`config.mk`:
```
export PLATFORM = sky130hd
export DESIGN_NAME = wfjs_regs
export DESIGN_NICKNAME = d
export VERILOG_FILES = /design/src/logic/wfjs_pkg.sv /design/src/logic/wfjs_regs.sv
export VERILOG_INCLUDE_DIRS = /design/src /design/src/logic
export SDC_FILE = /design/constraint.sdc
export NUM_CORES = 1
export LEC_CHECK = 0
export BUFFER_PORTS_ARGS = -buffer_cell sky130_fd_sc_hd__buf_2
export CAP_MARGIN = 20
export CORE_UTILIZATION = 45
export CTS_BUF_LIST = sky130_fd_sc_hd__clkbuf_2 sky130_fd_sc_hd__clkbuf_4 sky130_fd_sc_hd__clkbuf_8
export CTS_CLUSTER_DIAMETER = 200
export DETAILED_ROUTE_END_ITERATION = 8
export PLACE_DENSITY = 0.67
export SKIP_CTS_REPAIR_TIMING = 1
export SLEW_MARGIN = 15
export SYNTH_ARGS = -nofsm -noshare
export SYNTH_HDL_FRONTEND = slang
export SYNTH_SLANG_ARGS = --single-unit
```
`constraint.sdc`:
```
create_clock -name sys_clk -period 9.8 [get_ports sys_clk]
set_input_delay 0.49 -clock sys_clk [delete_from_list [all_inputs] [get_ports sys_clk]]
set_output_delay 0.49 -clock sys_clk [all_outputs]
set_load 0.02 [all_outputs]
```
`src/logic/wfjs_consts.svh`:
```
// register offsets, field positions, reset values and timing counts
`ifndef WFJS_CONSTS_SVH
`define WFJS_CONSTS_SVH
`define WFJS_OFF_WAKE_DATA 8'h70
`define WFJS_OFF_WDOG_CTRL 8'h78
`define WFJS_OFF_SEC_STATUS 8'h80
`define WFJS_OFF_IRQ_MASK 8'h88
`define WFJS_WDOG_RESET 6'h00
`define WFJS_BIT_JAB_DIS 0
`define WFJS_BIT_JAB_IMM 1
`define WFJS_BIT_JAB_SEL 2
`define WFJS_BIT_WDOG_DIS 4
`define WFJS_BIT_WDOG_REL 5
`define WFJS_BIT_TX_EARLY 31
`define WFJS_BIT_RX_EARLY 30
`define WFJS_BIT_XCVR 29
`define WFJS_BIT_TX_DEFER 28
`define WFJS_BIT_PAUSE 26
`define WFJS_STICKY_MASK 32'hd4000000
`define WFJS_WAKE_WORDS 25
`define WFJS_RX_WDOG_BYTES 2560
`define WFJS_REL_SHORT_BITS 24
`define WFJS_REL_LONG_BITS 48
`define WFJS_JAB_BYTE_TIMES 2560
`define WFJS_CLK_MHZ 200
`define WFJS_JAB_CUT_US_100 2600
`define WFJS_JAB_CUT_US_10 26000
`define WFJS_JAB_WAIT_US_100 42000
`define WFJS_JAB_WAIT_US_10 420000
`define WFJS_BUS_ERR_PARITY 3'h0
`define WFJS_BUS_ERR_MASTER 3'h1
`define WFJS_BUS_ERR_TARGET 3'h2
`endif

```
`src/logic/wfjs_pkg.sv`:
```
// types shared by the wake filter, jabber and status register block
package wfjs_pkg;
    typedef enum logic [1:0] {
        WFJS_JAB_IDLE = 2'b01,
        WFJS_JAB_BLOCK = 2'b10
    } wfjs_jab_e;
    typedef logic [7:0] wfjs_idx_t;
endpackage

```
`src/logic/wfjs_regs.sv`:
```
// wake pattern store, watchdog and jabber timers, secondary status register
//
// Behaviour
// - each of five patterns is four mask words then crc and offset word.
// - release control picks 24 or 48 bit-times from carrier drop to release.
// - watchdog expires past 2560 received bytes unless disabled.
// - jabber select: 2.6/26 ms cutoff, or 2560 byte times.
// - after jabber expiry re-enable at once, or after 42/420 ms.
// - bit 0 disables jabber; all control fields reset to zero.
// - tx early flag bit 31 set when enabled and packet moved to fifo.
// - rx early flag bit 30 set when enabled and first descriptor filled.
// - early flags latch high and clear by writing one.
// - transceiver flag bit 29 is OR of source register bits 6 to 0.
// - pause flag bit 26 set when pause frame received with pause enabled.
// - bus error kind in bits 25:23, meaningful with fatal error, no interrupt.
// - bits 14:0 mirror primary status, clearable through either address.
`timescale 1ns/1ps
`include "wfjs_consts.svh"
module wfjs_regs
    import wfjs_pkg::*;
#(
    parameter int JAB_CUT_100 = `WFJS_JAB_CUT_US_100 * `WFJS_CLK_MHZ,
    parameter int JAB_CUT_10 = `WFJS_JAB_CUT_US_10 * `WFJS_CLK_MHZ,
    parameter int JAB_WAIT_100 = `WFJS_JAB_WAIT_US_100 * `WFJS_CLK_MHZ,
    parameter int JAB_WAIT_10 = `WFJS_JAB_WAIT_US_10 * `WFJS_CLK_MHZ
) (
    // clock and reset
    input wire logic sys_clk,
    input wire logic nrst,
    // axi4-lite slave
    input wire logic [7:0] s_axi_awaddr,
    input wire logic s_axi_awvalid,
    output logic s_axi_awready,
    input wire logic [31:0] s_axi_wdata,
    input wire logic [3:0] s_axi_wstrb,
    input wire logic s_axi_wvalid,
    output logic s_axi_wready,
    output logic [1:0] s_axi_bresp,
    output logic s_axi_bvalid,
    input wire logic s_axi_bready,
    input wire logic [7:0] s_axi_araddr,
    input wire logic s_axi_arvalid,
    output logic s_axi_arready,
    output logic [31:0] s_axi_rdata,
    output logic [1:0] s_axi_rresp,
    output logic s_axi_rvalid,
    input wire logic s_axi_rready,
    // enables held in the secondary enable register
    input wire logic tx_early_enable,
    input wire logic rx_early_enable,
    input wire logic pause_enable,
    // event pulses from mac and dma
    input wire logic tx_pkt_to_fifo,
    input wire logic rx_first_desc_full,
    input wire logic tx_deferred_evt,
    input wire logic pause_frame_rx,
    input wire logic [6:0] transceiver_irq_source_reg,
    input wire logic [2:0] bus_err_code,
    input wire logic bus_err_evt,
    // primary status mirror
    input wire logic [14:0] primary_status_reg,
    output logic [14:0] primary_clear,
    // link timing
    input wire logic speed_100,
    input wire logic bit_tick,
    input wire logic byte_tick,
    input wire logic rx_active,
    input wire logic rx_byte,
    input wire logic carrier,
    input wire logic tx_active,
    // watchdog and jabber outputs
    output logic rx_wdog_expired,
    output logic tx_jabber_block,
    // wake pattern write port and interrupt line
    output logic wake_we,
    output logic [4:0] wake_addr,
    output logic [31:0] wake_wdata,
    output logic irq
);
    logic [5:0] wdog_ctrl;
    logic [31:0] sticky;
    logic [31:0] irq_mask;
    logic [2:0] bus_error_kind;
    logic aw_held, w_held;
    logic [7:0] aw_q;
    logic [31:0] w_q;
    wfjs_idx_t wake_idx;
    logic [31:0] wake_mem [0:`WFJS_WAKE_WORDS-1];
    logic [11:0] rx_bytes;
    logic [5:0] rel_bits;
    logic carrier_q;
    logic releasing;
    logic [31:0] jab_cnt;
    wfjs_jab_e jab_state;
    logic do_write;
    logic [7:0] wr_addr;
    logic [31:0] wr_data;
    logic [31:0] w1c;
    logic [31:0] next_sticky;
    logic [31:0] read_word;
    logic [31:0] jab_limit;
    logic [31:0] wait_limit;

    // write address and data accepted in either order
    assign do_write = (aw_held | s_axi_awvalid) & (w_held | s_axi_wvalid) & ~s_axi_bvalid;
    assign wr_addr = aw_held ? aw_q : s_axi_awaddr;
    assign wr_data = w_held ? w_q : s_axi_wdata;
    always_ff @(posedge sys_clk or negedge nrst) begin
        if (!nrst) begin
            aw_held <= 1'b0;
            w_held <= 1'b0;
            aw_q <= 8'h00;
            w_q <= 32'h0;
            s_axi_awready <= 1'b0;
            s_axi_wready <= 1'b0;
            s_axi_bvalid <= 1'b0;
            s_axi_bresp <= 2'h0;
        end else begin
            s_axi_awready <= 1'b0;
            s_axi_wready <= 1'b0;
            if (s_axi_bvalid && s_axi_bready) begin
                s_axi_bvalid <= 1'b0;
            end
            if (do_write && !(s_axi_awready || s_axi_wready)) begin
                s_axi_awready <= ~aw_held;
                s_axi_wready <= ~w_held;
                aw_held <= 1'b0;
                w_held <= 1'b0;
                s_axi_bvalid <= 1'b1;
                s_axi_bresp <= (wr_addr == `WFJS_OFF_WAKE_DATA || wr_addr == `WFJS_OFF_WDOG_CTRL ||
                    wr_addr == `WFJS_OFF_SEC_STATUS || wr_addr == `WFJS_OFF_IRQ_MASK) ? 2'h0 : 2'h2;
            end else if (!s_axi_awready && !s_axi_wready) begin
                if (s_axi_awvalid && !aw_held && !do_write) begin
                    aw_held <= 1'b1;
                    aw_q <= s_axi_awaddr;
                    s_axi_awready <= 1'b1;
                end
                if (s_axi_wvalid && !w_held && !do_write) begin
                    w_held <= 1'b1;
                    w_q <= s_axi_wdata;
                    s_axi_wready <= 1'b1;
                end
            end
        end
    end

    // a write commits in the cycle it is accepted
    logic commit;
    assign commit = do_write && !(s_axi_awready || s_axi_wready);

    // watchdog and jabber control register and interrupt mask register
    always_ff @(posedge sys_clk or negedge nrst) begin
        if (!nrst) begin
            wdog_ctrl <= `WFJS_WDOG_RESET;
            irq_mask <= 32'h0;
        end else if (commit && wr_addr == `WFJS_OFF_WDOG_CTRL) begin
            wdog_ctrl <= {wr_data[5:4] & {2{s_axi_wstrb[0]}}, 1'b0, wr_data[2:0] & {3{s_axi_wstrb[0]}}};
        end else if (commit && wr_addr == `WFJS_OFF_IRQ_MASK) begin
            irq_mask <= wr_data & (`WFJS_STICKY_MASK | 32'h20000000); // sticky bits plus transceiver bit
        end
    end

    // wake pattern store, index wraps after the last word
    always_ff @(posedge sys_clk or negedge nrst) begin
        if (!nrst) begin
            wake_idx <= 8'h00;
            wake_we <= 1'b0;
            wake_addr <= 5'h00;
            wake_wdata <= 32'h0;
        end else begin
            wake_we <= 1'b0;
            if (commit && wr_addr == `WFJS_OFF_WAKE_DATA) begin
                wake_mem[wake_idx[4:0]] <= wr_data;
                wake_we <= 1'b1;
                wake_addr <= wake_idx[4:0];
                wake_wdata <= wr_data;
                wake_idx <= (wake_idx == 8'(`WFJS_WAKE_WORDS - 1)) ? 8'h00 : wake_idx + 8'h01;
            end
        end
    end

    // sticky flags, set wins over clear
    assign w1c = (commit && wr_addr == `WFJS_OFF_SEC_STATUS) ? wr_data : 32'h0;
    always_comb begin
        next_sticky = sticky & ~(w1c & `WFJS_STICKY_MASK);
        if (tx_early_enable && tx_pkt_to_fifo) next_sticky[`WFJS_BIT_TX_EARLY] = 1'b1;
        if (rx_early_enable && rx_first_desc_full) next_sticky[`WFJS_BIT_RX_EARLY] = 1'b1;
        if (tx_deferred_evt) next_sticky[`WFJS_BIT_TX_DEFER] = 1'b1;
        if (pause_enable && pause_frame_rx) next_sticky[`WFJS_BIT_PAUSE] = 1'b1;
    end
    always_ff @(posedge sys_clk or negedge nrst) begin
        if (!nrst) begin
            sticky <= 32'h0;
            bus_error_kind <= `WFJS_BUS_ERR_PARITY;
            primary_clear <= 15'h0;
            irq <= 1'b0;
        end else begin
            sticky <= next_sticky;
            if (bus_err_evt) bus_error_kind <= bus_err_code;
            primary_clear <= w1c[14:0];
            // a set mask bit holds its source off the interrupt line
            irq <= |(next_sticky & ~irq_mask) | ((|transceiver_irq_source_reg) & ~irq_mask[`WFJS_BIT_XCVR]);
        end
    end

    // read path; bus error kind feeds no interrupt
    always_comb begin
        read_word = 32'h0;
        unique case (s_axi_araddr)
            `WFJS_OFF_WDOG_CTRL: read_word = {26'h0, wdog_ctrl};
            `WFJS_OFF_IRQ_MASK: read_word = irq_mask;
            `WFJS_OFF_SEC_STATUS: begin
                read_word = sticky;
                read_word[`WFJS_BIT_XCVR] = |transceiver_irq_source_reg;
                read_word[25:23] = bus_error_kind;
                read_word[14:0] = primary_status_reg;
            end
            default: read_word = 32'h0;
        endcase
    end
    always_ff @(posedge sys_clk or negedge nrst) begin
        if (!nrst) begin
            s_axi_arready <= 1'b0;
            s_axi_rvalid <= 1'b0;
            s_axi_rdata <= 32'h0;
            s_axi_rresp <= 2'h0;
        end else begin
            s_axi_arready <= 1'b0;
            if (s_axi_rvalid && s_axi_rready) begin
                s_axi_rvalid <= 1'b0;
            end else if (s_axi_arvalid && !s_axi_rvalid && !s_axi_arready) begin
                s_axi_arready <= 1'b1;
                s_axi_rvalid <= 1'b1;
                s_axi_rdata <= read_word;
                s_axi_rresp <= (s_axi_araddr == `WFJS_OFF_WDOG_CTRL || s_axi_araddr == `WFJS_OFF_SEC_STATUS ||
                    s_axi_araddr == `WFJS_OFF_IRQ_MASK || s_axi_araddr == `WFJS_OFF_WAKE_DATA) ? 2'h0 : 2'h2;
            end
        end
    end

    // receive watchdog: byte count and release delay after carrier drop
    always_ff @(posedge sys_clk or negedge nrst) begin
        if (!nrst) begin
            rx_bytes <= 12'h0;
            rel_bits <= 6'h0;
            carrier_q <= 1'b0;
            releasing <= 1'b0;
            rx_wdog_expired <= 1'b0;
        end else begin
            carrier_q <= carrier;
            if (wdog_ctrl[`WFJS_BIT_WDOG_DIS]) begin
                rx_wdog_expired <= 1'b0;
                rx_bytes <= 12'h0;
                releasing <= 1'b0;
            end else begin
                if (rx_active && rx_byte && rx_bytes != 12'hfff) rx_bytes <= rx_bytes + 12'h1;
                if (rx_bytes >= 12'(`WFJS_RX_WDOG_BYTES)) rx_wdog_expired <= 1'b1;
                if (carrier_q && !carrier) begin
                    releasing <= 1'b1;
                    rel_bits <= 6'h0;
                end else if (releasing && bit_tick) begin
                    rel_bits <= rel_bits + 6'h1;
                    if (rel_bits + 6'h1 >= (wdog_ctrl[`WFJS_BIT_WDOG_REL] ? 6'(`WFJS_REL_LONG_BITS) :
                        6'(`WFJS_REL_SHORT_BITS))) begin
                        releasing <= 1'b0;
                        rx_wdog_expired <= 1'b0;
                        rx_bytes <= 12'h0;
                    end
                end
            end
        end
    end

    // transmit jabber timer
    assign jab_limit = wdog_ctrl[`WFJS_BIT_JAB_SEL] ? 32'(`WFJS_JAB_BYTE_TIMES) :
        (speed_100 ? 32'(JAB_CUT_100) : 32'(JAB_CUT_10));
    assign wait_limit = speed_100 ? 32'(JAB_WAIT_100) : 32'(JAB_WAIT_10);
    always_ff @(posedge sys_clk or negedge nrst) begin
        if (!nrst) begin
            jab_state <= WFJS_JAB_IDLE;
            jab_cnt <= 32'h0;
            tx_jabber_block <= 1'b0;
        end else if (wdog_ctrl[`WFJS_BIT_JAB_DIS]) begin
            jab_state <= WFJS_JAB_IDLE;
            jab_cnt <= 32'h0;
            tx_jabber_block <= 1'b0;
        end else begin
            unique case (jab_state)
                WFJS_JAB_IDLE: begin
                    if (!tx_active) begin
                        jab_cnt <= 32'h0;
                    end else if (!wdog_ctrl[`WFJS_BIT_JAB_SEL] || byte_tick) begin
                        jab_cnt <= jab_cnt + 32'h1;
                        if (jab_cnt + 32'h1 >= jab_limit) begin
                            jab_cnt <= 32'h0;
                            if (!wdog_ctrl[`WFJS_BIT_JAB_IMM]) begin
                                jab_state <= WFJS_JAB_BLOCK;
                                tx_jabber_block <= 1'b1;
                            end
                        end
                    end
                end
                WFJS_JAB_BLOCK: begin
                    jab_cnt <= jab_cnt + 32'h1;
                    if (jab_cnt + 32'h1 >= wait_limit || wdog_ctrl[`WFJS_BIT_JAB_IMM]) begin
                        jab_state <= WFJS_JAB_IDLE;
                        jab_cnt <= 32'h0;
                        tx_jabber_block <= 1'b0;
                    end
                end
            endcase
        end
    end
endmodule

```
==> key figures, run 1 <==
Pwr
  – Maximum vdd drop: 0.0001462 V
  – Cell Pwr Density: 209.4 nW/µm²
  – LEAKAGE: 5.991 nW

Place
  – Area after DPL: 11,350 µm²
  – IO buf count: 181
  – Hpwl dp: 16,910 µm
  – Dpl ws: 4.940 ns
  – Gpl congestion: 0.8118

Run status
  – Failing checks: negative hold slack
  – Status: finished, violations left

Synthesis
  – Synth Area in Adders: 3.908%
  – Post-synth top area share: 50.07%
  – Yosys reg bits: 206
  – XOR/XNOR Fraction of Synth Area: 2.821%
  – Mapped cell area: 10,240 µm²
  – Fraction of the mapped netlist area in compound gates: 10.42%
  – Synth cell types: 70
  – Main synth FF type: dfrtp_1
  – Ys Warns: 0
  – Top cells by area, synth: dfrtp_1, nand2_1, mux2_2, ha_1, mux2i_1
  – Syn Inst Count: 1,013
  – Main combinational cell family by area after synthesis: simple AND/OR/NAND/NOR gates
  – Post-synth EDFFs: 0
  – Syn avg cell area: 10.11 µm²
  – Simple-gate portion of the synthesized area: 20.48%
  – Register area share after synthesis: 50.33%
  – Post-synth top area cell: dfrtp_1
  – Mux cell area share after synthesis: 8.341%
  – Fraction of registers with async set/reset: 100.0%

Timing
  – Final min period: 4.900 ns
  – Max Slew Vio Count: 0
  – Final Hold Slack: -0.01169 ns
  – Crit share post-route: 50.00%
  – Setup TNS: 0 ns
  – Setup Viol. Count Final: 0
  – RSZ-0062 raised after global routing: false
  – Tightest Pin Transition: 1.098 ns
  – Final setup skew: 0.03447 ns
  – Final hold vios: 29
  – Worst setup margin: 4.900 ns
  – Slew margin rel.: 26.81%
  – Max frequency: 204.1 MHz

Drt
  – Wirelength, routed: 24,370 µm
  – DR pass1 iterations: 4
  – DR vias/cell: 5.293
  – Routed Antenna Nets: 0
  – Drt drc: 0
  – Wire length per cell: 16.27 µm
  – Initial drt markers: 463
  – Via count: 7,929

CTS
  – CTS clk-pin slew, worst paths: 0.06 ns
  – Sink Count: 206
  – Htree depth: 2
  – Clock Path Buffers: 3
  – Clk_lat worst skew: 0.54 ns
  – Root Driver: clkbuf_8
  – CTS tree: done
  – Clock buffer count from CTS: 36

Die
  – Initial core utilization: 46.37%
  – # IOs: 196
  – Cell row count: 54
  – Die Footprint: 23,370 µm²
  – Die Ht: 152.9 µm
  – Core Box Area: 22,090 µm²
  – Die width: 152.9 µm

Global route
  – Grt peak-use layer: met2
  – Routing usage on met2: 35.95%
  – Number of antenna violations at the first check in global routing: 4
  – Total GRT Usage: 21.61%
  – Pin count of the biggest net entering global routing: 79
  – Routing usage on met1: 27.54%
  – GR Layer Usage met3: 5.812%
  – First-pass GRT wire length: 40,800 µm
  – GRT overflow: 0
  – Vias in the first global route: 8,035

Cells and area
  – Layout cell share with drive strength beyond 1: 27.12%
  – Commonest non-fill, non-tap cell in the layout: dfrtp_1
  – NumNets Final: 1,326
  – Area Growth Syn to Fin: 17.76%
  – Commonest non-fill, non-tap cells in the layout: dfrtp_1, buf_2, nand2_1
  – Design area: 12,060 µm²

Setup path
  – Arr. time, crit path: 5.31 ns
  – Crit path max fanout: 12
  – Crit path capture type: flip-flop
  – WS Path Type: flip-flop to flip-flop
  – CP startpoint kind: flip-flop
  – Worst path required time: 10.21 ns

Flow run
  – Max-cap violation count: 0

Worst hold path
  – Hold/Removal Path Class: input pin to async pin
-- cell type report --
type	count	area [µm²]
clock inverters	4	32.53
diodes	1	2.502
repair buffers	189	974.7
clock buffers	56	683.2
multi-input cells	734	4758
well taps	280	350.3
flip-flops and latches	206	5157
inverters	28	105.1
fillers	2017	10030
-- flip-flops by register name, summed over array words and instances, names as in the netlist, 3 cells and up --
| signal | cells |
|---|---|
| wake_idx | 8 |
| wake_addr | 5 |
| s_axi_rdata | 23 |
| jab_cnt | 32 |
| sticky | 4 |
| rel_bits | 6 |
| irq_mask | 5 |
| w_q | 32 |
| rx_bytes | 12 |
| wdog_ctrl | 5 |
| primary_clear | 15 |
| aw_q | 8 |
| wake_wdata | 32 |
| bus_error_kind | 3 |
-- synth_stat cells, types with 5 or more instances --
cell type and count:
dfrtp_1 205, nand2_1 161, o21ai_0 74, nor2_1 67
mux2_2 43, nand3_1 43, mux2i_1 37, clkbuf_1 33
ha_1 32, inv_1 27, a21oi_1 24, nor3_1 20
xor2_1 17, nand2b_1 16, nand4_1 16, xnor2_1 16
buf_4 14, or3_1 14, and3_1 12, or2_2 10
a21o_1 8, nor4_1 8, a31oi_1 6, and2_1 6
nand4b_1 6, o221ai_2 6, or4_1 6, a221oi_1 5
a22o_1 5, nor2b_1 5
-- stage by stage --
stage                     instances  utilization [%]  total power, W
after CTS                      1497            54.59        0.002559
after floorplan                1023                -        0.001558
after global routing           1497            54.59        0.002678
final                          1498            54.60        0.002526
after global placement         1436            51.32        0.001729
after detailed placement       1437            51.35        0.001752
-- metal layers --
layer | routed length, µm | part of all wire [%]
met4 | 467 | 1.9
met5 | 30 | 0.12
met2 | 11480 | 47
met3 | 1697 | 7.0
met1 | 10690 | 44
-- power by group --
part	leakage [nW]	switching (W)	internal [W]
registers	2.69	0.000107	0.00102
clock network	0.381	0.000353	0.000443
logic	2.92	0.000338	0.000265
total	5.99	0.000797	0.00173
-- final timing paths --
kind	from	endpoint	slack (ns)	cells after the start
min in group sys_clk	carrier	carrier_q	0.10	1
hold / removal	nrst	jab_cnt[0]	-0.01	1
setup reg to reg	jab_cnt[0]	jab_cnt[4]	4.90	15
max in group asynchronous	nrst	jab_cnt[29]	8.41	2
setup / recovery	jab_cnt[0]	jab_cnt[4]	4.90	15
hold reg to reg	s_axi_rdata[8]	s_axi_rdata[8]	0.46	2
-- critical path: stages, from the launching register on --
cell and delay [ns]:
dfrtp_1 0.50, ha_1 0.33, nand3_2 0.23, nor4_4 0.62, nand4_1 0.28, xnor2_1 0.24
ha_1 0.35, nand2_1 0.08, or4_1 0.39, nor3_1 0.14, a211oi_1 0.09, or4_1 0.56
o21bai_1 0.23, o21ai_2 0.14, nand3b_2 0.39, o221ai_1 0.19
-- cell families after synthesis --
kind of cell,Yosys count
adder cells (fa/ha/maj),32
buffers and inverters,83
other,1
AND/OR/NAND/NOR,416
XOR/XNOR,33
multiplexers,80
flip-flops,206
AO/OA/AOI/OAI,162
Power figures use the tool's default switching activity.
==> inputs of run 2 (changes only) <==
Settings changed: PLACE_DENSITY 0.67 to 0.7.
Clock period 9.8 ns to 4.5 ns, I/O delays scaled along.
==> run 2 against run 1 <==
The run still ends with negative hold slack left; combinational power rose by 130%; die area did not move; flip-flop and latch count did not move; final cell count rose by 6.1%; clock skew fell by 0.021 ns; clock power rose by 130%; via count rose by 7.5%; final area rose by 7.9%; sequential power rose by 120%; maximum frequency rose by 17%; sequential share of layout area fell by 3.1 points; critical endpoint unchanged; highest routed layer is now met4.
==> key figures, run 2 (same netlist as run 1, synthesis figures left out) <==
Setup path
  – CP max stage delay: 0.56 ns (-0.06 ns)
  – Critical R2R Capture: jab_cnt[4]
  – Worst Path Buf+Inv: 1 (+1)
  – Worst reg2reg setup slack: 0.30 ns (-4.60 ns)
  – Arr. time, crit path: 4.59 ns (-0.72 ns)
  – R2r startpoint: jab_cnt[1]
  – CP startpoint kind: flip-flop
  – Worst path slowest cell: or4_1
  – R2R cell count: 16 (+1)
  – Crit path max fanout: 9 (-3)
  – Worst path required time: 4.88 ns (-5.33 ns)
  – Worst-path cell chain: ha_2 -> nand3_2 -> nor4_4 -> nand4_1 -> xnor2_1 -> ha_1 -> nand2_1 -> or4_1 -> nor3_1 -> a211oi_1 -> or4_1 -> o21bai_1 -> o21ai_2 -> nand3b_2 -> buf_12 -> o221ai_1
  – Most used cell, CP: or4_1
  – Crit path capture type: flip-flop
  – Delay-heaviest family, CP: simple AND/OR/NAND/NOR gates
  – WS Path Type: flip-flop to flip-flop
  – Instance count on the critical path: 16 (+1)

Timing
  – Final hold vios: 2 (-93%)
  – Worst setup margin: 0.2966 ns (-4.604 ns)
  – Setup TNS: 0 ns (unchanged)
  – Slew margin rel.: 28.92% (+2.1 points)
  – Max Slew Vio Count: 0 (unchanged)
  – Final Hold Slack: -0.02977 ns (-0.01807 ns)
  – Crit share post-route: 93.41% (+43 points)
  – RSZ-0062 raised after global routing: false
  – Setup Viol. Count Final: 0 (unchanged)
  – Max frequency: 237.9 MHz (+17%)
  – Final min period: 4.203 ns (-0.6962 ns)
  – Tightest Pin Transition: 1.064 ns (-0.03391 ns)
  – Final setup skew: 0.01395 ns (-0.02052 ns)

Global route
  – GRT overflow: 0 (unchanged)
  – Total GRT Usage: 21.64% (+0.030 points)
  – First-pass GRT wire length: 40,830 µm (about the same)
  – Vias in the first global route: 8,271 (+2.9%)
  – Pin count of the biggest net entering global routing: 117 (+48%)
  – Number of antenna violations at the first check in global routing: 0 (-4)

Die
  – Die Footprint: 23,370 µm² (unchanged)
  – Core Box Area: 22,090 µm² (unchanged)
  – Initial core utilization: 46.37% (unchanged)
  – Cell row count: 54 (unchanged)
  – Die width: 152.9 µm (unchanged)
  – # IOs: 196 (unchanged)
  – Die Ht: 152.9 µm (unchanged)

Worst hold path
  – Worst Hold End: s_axi_rdata[0]
  – Cells on Worst Hold Path: 3
  – Hold Startpoint: primary_status_reg[0]
  – Hold/Removal Path Class: input pin to flip-flop

CTS
  – Sink Count: 206 (unchanged)
  – CTS tree: done
  – Clock buffer count from CTS: 37 (+2.8%)
  – Root Driver: clkbuf_8
  – Clock Path Buffers: 3 (unchanged)
  – Clk_lat worst skew: 0.53 ns (about the same)
  – Htree depth: 2 (unchanged)
  – CTS clk-pin slew, worst paths: 0.06 ns (about the same)

Cells and area
  – Filler Cells Inserted: 1,880 (-6.8%)
  – Area Growth Syn to Fin: 27.02%
  – Area of the multi-input gates: 4772 µm² (+0.29%)
  – Commonest non-fill, non-tap cells in the layout: dfrtp_1, buf_2, nand2_1
  – FF/Latch Area: 5159 µm² (about the same)
  – ANT cells: 0 (-1)
  – Layout cell share with drive strength beyond 1: 26.81% (-0.30 points)
  – Commonest non-fill, non-tap cell in the layout: dfrtp_1
  – Top flop regs: jab_cnt: 32 flops, w_q: 32 flops, wake_wdata: 32 flops
  – NumNets Final: 1,413 (+6.6%)

Place
  – Hpwl dp: 17,390 µm (+2.8%)
  – Gpl congestion: 0.8425 (+3.8%)
  – Dpl ws: 0.2324 ns (-4.707 ns)
  – IO buf count: 181 (unchanged)

Drt
  – DR vias/cell: 5.365 (+1.4%)
  – Routed Antenna Nets: 0 (unchanged)
  – Wirelength, routed: 25,840 µm (+6.0%)
  – Wire length per cell: 16.26 µm (about the same)
  – Drt drc: 0 (unchanged)
  – Initial drt markers: 452 (-2.4%)
  – Via count: 8,525 (+7.5%)
  – DR pass1 iterations: 5 (+1)

Pwr
  – Maximum vdd drop: 0.0002939 V (+100%)
  – LEAKAGE: 6.398 nW (+6.8%)
  – Cell Pwr Density: 439.1 nW/µm² (+110%)

Flow run
  – Max-cap violation count: 0 (unchanged)

Run status
  – Failing checks: negative hold slack
  – Status: finished, violations left
run 2: cell types whose count changed in the layout (fill, tap and decap cells not counted), sizes merged:
cell / change
clkinv: +2
inv: -1
clkbuf: +4
clkinvlp: +1
buf: +13
dlygate4sd3: +73
diode: -1
run 2: worst max-delay path by stage:
stage / from / end / slack [ns]
floorplan: jab_cnt[0] / jab_cnt[18] / 0.43
global placement: jab_cnt[1] / jab_cnt[4] / 0.38
detailed placement: jab_cnt[1] / jab_cnt[5] / 0.23
CTS: jab_cnt[1] / jab_cnt[25] / 0.17
global route: jab_cnt[1] / jab_cnt[4] / 0.009
finish: jab_cnt[1] / jab_cnt[4] / 0.30
run 2: worst register-to-register path, cell delays in order, from the launching register on:
cell      delay, ns
dfrtp_2        0.44
ha_2           0.27
nand3_2        0.12
nor4_4         0.42
nand4_1        0.22
xnor2_1        0.20
ha_1           0.31
nand2_1        0.07
or4_1          0.41
nor3_1         0.15
a211oi_1       0.11
or4_1          0.57
o21bai_1       0.22
o21ai_2        0.13
nand3b_2       0.14
buf_12         0.15
o221ai_1       0.13
run 2: layout make-up:
type,count,share of cell area [%]
clock buffers,60,5.817
clock inverters,6,0.3173
inverters,28,0.8077
multi-input cells,734,36.67
flip-flops and latches,206,39.64
well taps,280,2.692
repair buffers,275,14.05
run 2: report_power, final:
part	internal, W	total [W]	switching (W)
Sequential	0.00222	0.00247	0.000244
Combinational	0.000633	0.00140	0.000762
Clock	0.00107	0.00185	0.000783
run 2: routing by layer:
layer  wire [µm]  global-route usage [%]  vias up
li1            -                       -     4101
met1       11190                   27.34     4117
met2       12360                   35.74      255
met3        1619                   5.784       52
met4         669                   7.840        0
met5           0                       0        -
run 2: metrics by stage:
step / std cells / power, W / hold WS, ns / util, % / cell area (µm²)
6_report: 1589 / 0.005713 / -0.02977 / 58.90 / 13010
5_1_grt: 1589 / 0.006041 / 0.005570 / 58.90 / 13010
4_1_cts: 1516 / 0.005716 / -0.2069 / 55.52 / 12270
3_5_place_dp: 1450 / 0.003842 / 0.3566 / 51.91 / 11470
3_3_place_gp: 1450 / 0.003778 / 0.3548 / 51.91 / 11470
2_1_floorplan: 1023 / 0.003392 / -0.07059 / - / 10280
==> inputs of run 3 (changes only) <==
Settings changed: PLACE_DENSITY 0.7 to 0.71.
==> run 3 against run 2 <==
The run still ends with negative hold slack left; core utilization is 0.12 points higher; global-route usage is 0.13 points lower; combinational power hardly changed; flip-flop and latch count stayed put; sequential share of layout area is 0.090 points lower; maximum frequency is 1.7% higher; via count is 0.22% higher; final cell count is 0.13% higher; register-to-register slack better by 0.07 ns; critical path depth stayed put; worst setup slack better by 0.069 ns; power is 1.7% higher; critical path type unchanged; largest cell class unchanged.
==> key figures, run 3 (same netlist as run 1, synthesis figures left out) <==
Global route
  – Pin count of the biggest net entering global routing: 107 (-8.5%)
  – Total GRT Usage: 21.52% (-0.13 points)
  – Vias in the first global route: 8,109 (-2.0%)
  – GRT overflow: 0 (unchanged)
  – Number of antenna violations at the first check in global routing: 0 (unchanged)
  – First-pass GRT wire length: 40,670 µm (-0.39%)

Timing
  – Final Hold Slack: -0.01005 ns (+0.01972 ns)
  – RSZ-0062 raised after global routing: false
  – Max frequency: 241.9 MHz (+1.7%)
  – Tightest Pin Transition: 0.9992 ns (-0.06481 ns)
  – Worst setup margin: 0.3654 ns (+0.06879 ns)
  – Crit share post-route: 91.88% (-1.5 points)
  – Setup Viol. Count Final: 0 (unchanged)
  – Final min period: 4.135 ns (-0.06879 ns)
  – Slew margin rel.: 33.25% (+4.3 points)
  – Setup TNS: 0 ns (unchanged)
  – Final hold vios: 4 (+2)
  – Final setup skew: 0.02910 ns (+0.01515 ns)
  – Max Slew Vio Count: 0 (unchanged)

Drt
  – Wire length per cell: 16.19 µm (-0.46%)
  – DR vias/cell: 5.370 (about the same)
  – Drt drc: 0 (unchanged)
  – Via count: 8,544 (+0.22%)
  – Wirelength, routed: 25,750 µm (-0.33%)
  – DR pass1 iterations: 5 (unchanged)
  – Initial drt markers: 524 (+16%)
  – Routed Antenna Nets: 0 (unchanged)

Die
  – # IOs: 196 (unchanged)
  – Initial core utilization: 46.37% (unchanged)
  – Die width: 152.9 µm (unchanged)
  – Die Footprint: 23,370 µm² (unchanged)
  – Cell row count: 54 (unchanged)
  – Die Ht: 152.9 µm (unchanged)
  – Core Box Area: 22,090 µm² (unchanged)

Setup path
  – Crit path max fanout: 9 (unchanged)
  – CP max stage delay: 0.54 ns (-0.02 ns)
  – R2r startpoint: jab_cnt[1]
  – WS Path Type: flip-flop to flip-flop
  – Crit path from: jab_cnt[1]
  – Arr. time, crit path: 4.51 ns (-0.08 ns)
  – Delay-heaviest family, CP: simple AND/OR/NAND/NOR gates
  – CP startpoint kind: flip-flop
  – Worst Path Buf+Inv: 1 (unchanged)
  – Worst path required time: 4.88 ns (about the same)
  – Worst path slowest cell: or4_1
  – Worst-path cell chain: ha_1 -> nand3_2 -> nor4_4 -> nand4_1 -> xnor2_1 -> ha_1 -> nand2_1 -> or4_1 -> nor3_1 -> a211oi_1 -> or4_1 -> o21bai_1 -> o21ai_2 -> nand3b_2 -> buf_12 -> o221ai_1
  – Crit path capture type: flip-flop

CTS
  – Clock Path Buffers: 3 (unchanged)
  – Sink Count: 206 (unchanged)
  – Htree depth: 2 (unchanged)
  – Clk_lat worst skew: 0.53 ns (about the same)
  – CTS tree: done
  – Root Driver: clkbuf_8
  – Clock buffer count from CTS: 38 (+2.7%)
  – CTS clk-pin slew, worst paths: 0.06 ns (about the same)

Flow run
  – Max-cap violation count: 0 (unchanged)

Place
  – Gpl congestion: 0.8693 (+3.2%)
  – Dpl ws: 0.3689 ns (+0.1365 ns)
  – Hpwl dp: 17,370 µm (-0.16%)
  – IO buf count: 181 (unchanged)
  – Dpl cells: 1,450 (unchanged)

Run status
  – Status: finished, violations left
  – Failing checks: negative hold slack

Worst hold path
  – Hold Startpoint: s_axi_wstrb[0]
  – Hold/Removal Path Class: input pin to flip-flop

Pwr
  – Cell Pwr Density: 445.4 nW/µm² (+1.4%)
  – Pwr Total: 0.005808 W (+1.7%)
  – Maximum vdd drop: 0.0003126 V (+6.4%)
  – LEAKAGE: 6.425 nW (+0.43%)

Cells and area
  – Top flop regs: jab_cnt: 32 flops, w_q: 32 flops, wake_wdata: 32 flops
  – Finished Layout Cells: 1,591 (+0.13%)
  – Commonest non-fill, non-tap cells in the layout: dfrtp_1, buf_2, nand2_1
  – Layout cell share with drive strength beyond 1: 26.77% (-0.041 points)
  – ANT cells: 0 (unchanged)
  – Commonest non-fill, non-tap cell in the layout: dfrtp_1
  – NumNets Final: 1,414 (+0.071%)
  – Filler Cells Inserted: 1,873 (-0.37%)
  – Area Growth Syn to Fin: 27.27%
[run 3: cell types whose count changed in the layout (fill, tap and decap cells not counted), sizes merged]
| cell | change |
|---|---|
| bufinv | +2 |
| clkinvlp | -1 |
| clkbuf | +1 |
[run 3: worst paths after layout]
check | cells after the start | endpoint | slack, ns
max in group asynchronous | 3 | wake_idx[7] | 3.12
setup / recovery | 16 | jab_cnt[4] | 0.37
min in group asynchronous | 2 | s_axi_bresp[1] | 0.34
hold reg to reg | 2 | s_axi_rdata[10] | 0.46
setup reg to reg | 16 | jab_cnt[4] | 0.37
hold / removal | 3 | wdog_ctrl[1] | -0.01
[run 3: cell type report]
class	count	area, µm²	share of cell area, %
multi-input combinational	734	4758	36.49
timing repair buffer	275	1828	14.02
sequential	206	5157	39.55
clock buffer	61	745.7	5.719
tap	280	350.3	2.687
inverter	28	105.1	0.8061
clock inverter	7	93.84	0.7197
[run 3: tightest hold or removal path, stage by stage]
cell and delay, ns:
buf_2 0.13, nand2b_1 0.06, o21ai_0 0.06
[run 3: per-stage QoR]
| step | instance area [µm²] | hold WS, ns | util [%] |
|---|---|---|---|
| after detailed placement | 11470 | 0.3589 | 51.91 |
| after global routing | 13040 | 0.004257 | 59.02 |
| after global placement | 11470 | 0.3569 | 51.91 |
| after floorplan | 10280 | -0.07059 | - |
| after CTS | 12310 | -0.2062 | 55.71 |
| final | 13040 | -0.01005 | 59.02 |
[run 3: per-layer routing]
layer  vias up  wire length, µm  track usage, %
met5         -                0               0
met4         0              616           8.081
met3        52             1809           5.671
met2       283            12350           35.15
met1      4126            10980           27.46
li1       4083                -               -
[run 3: power breakdown]
| part | leakage [nW] | total [W] | switching (W) | internal (W) |
|---|---|---|---|---|
| registers | 2.69 | 0.00246 | 0.000241 | 0.00222 |
| logic | 3.29 | 0.00139 | 0.000766 | 0.000627 |
| clock network | 0.446 | 0.00195 | 0.000783 | 0.00117 |
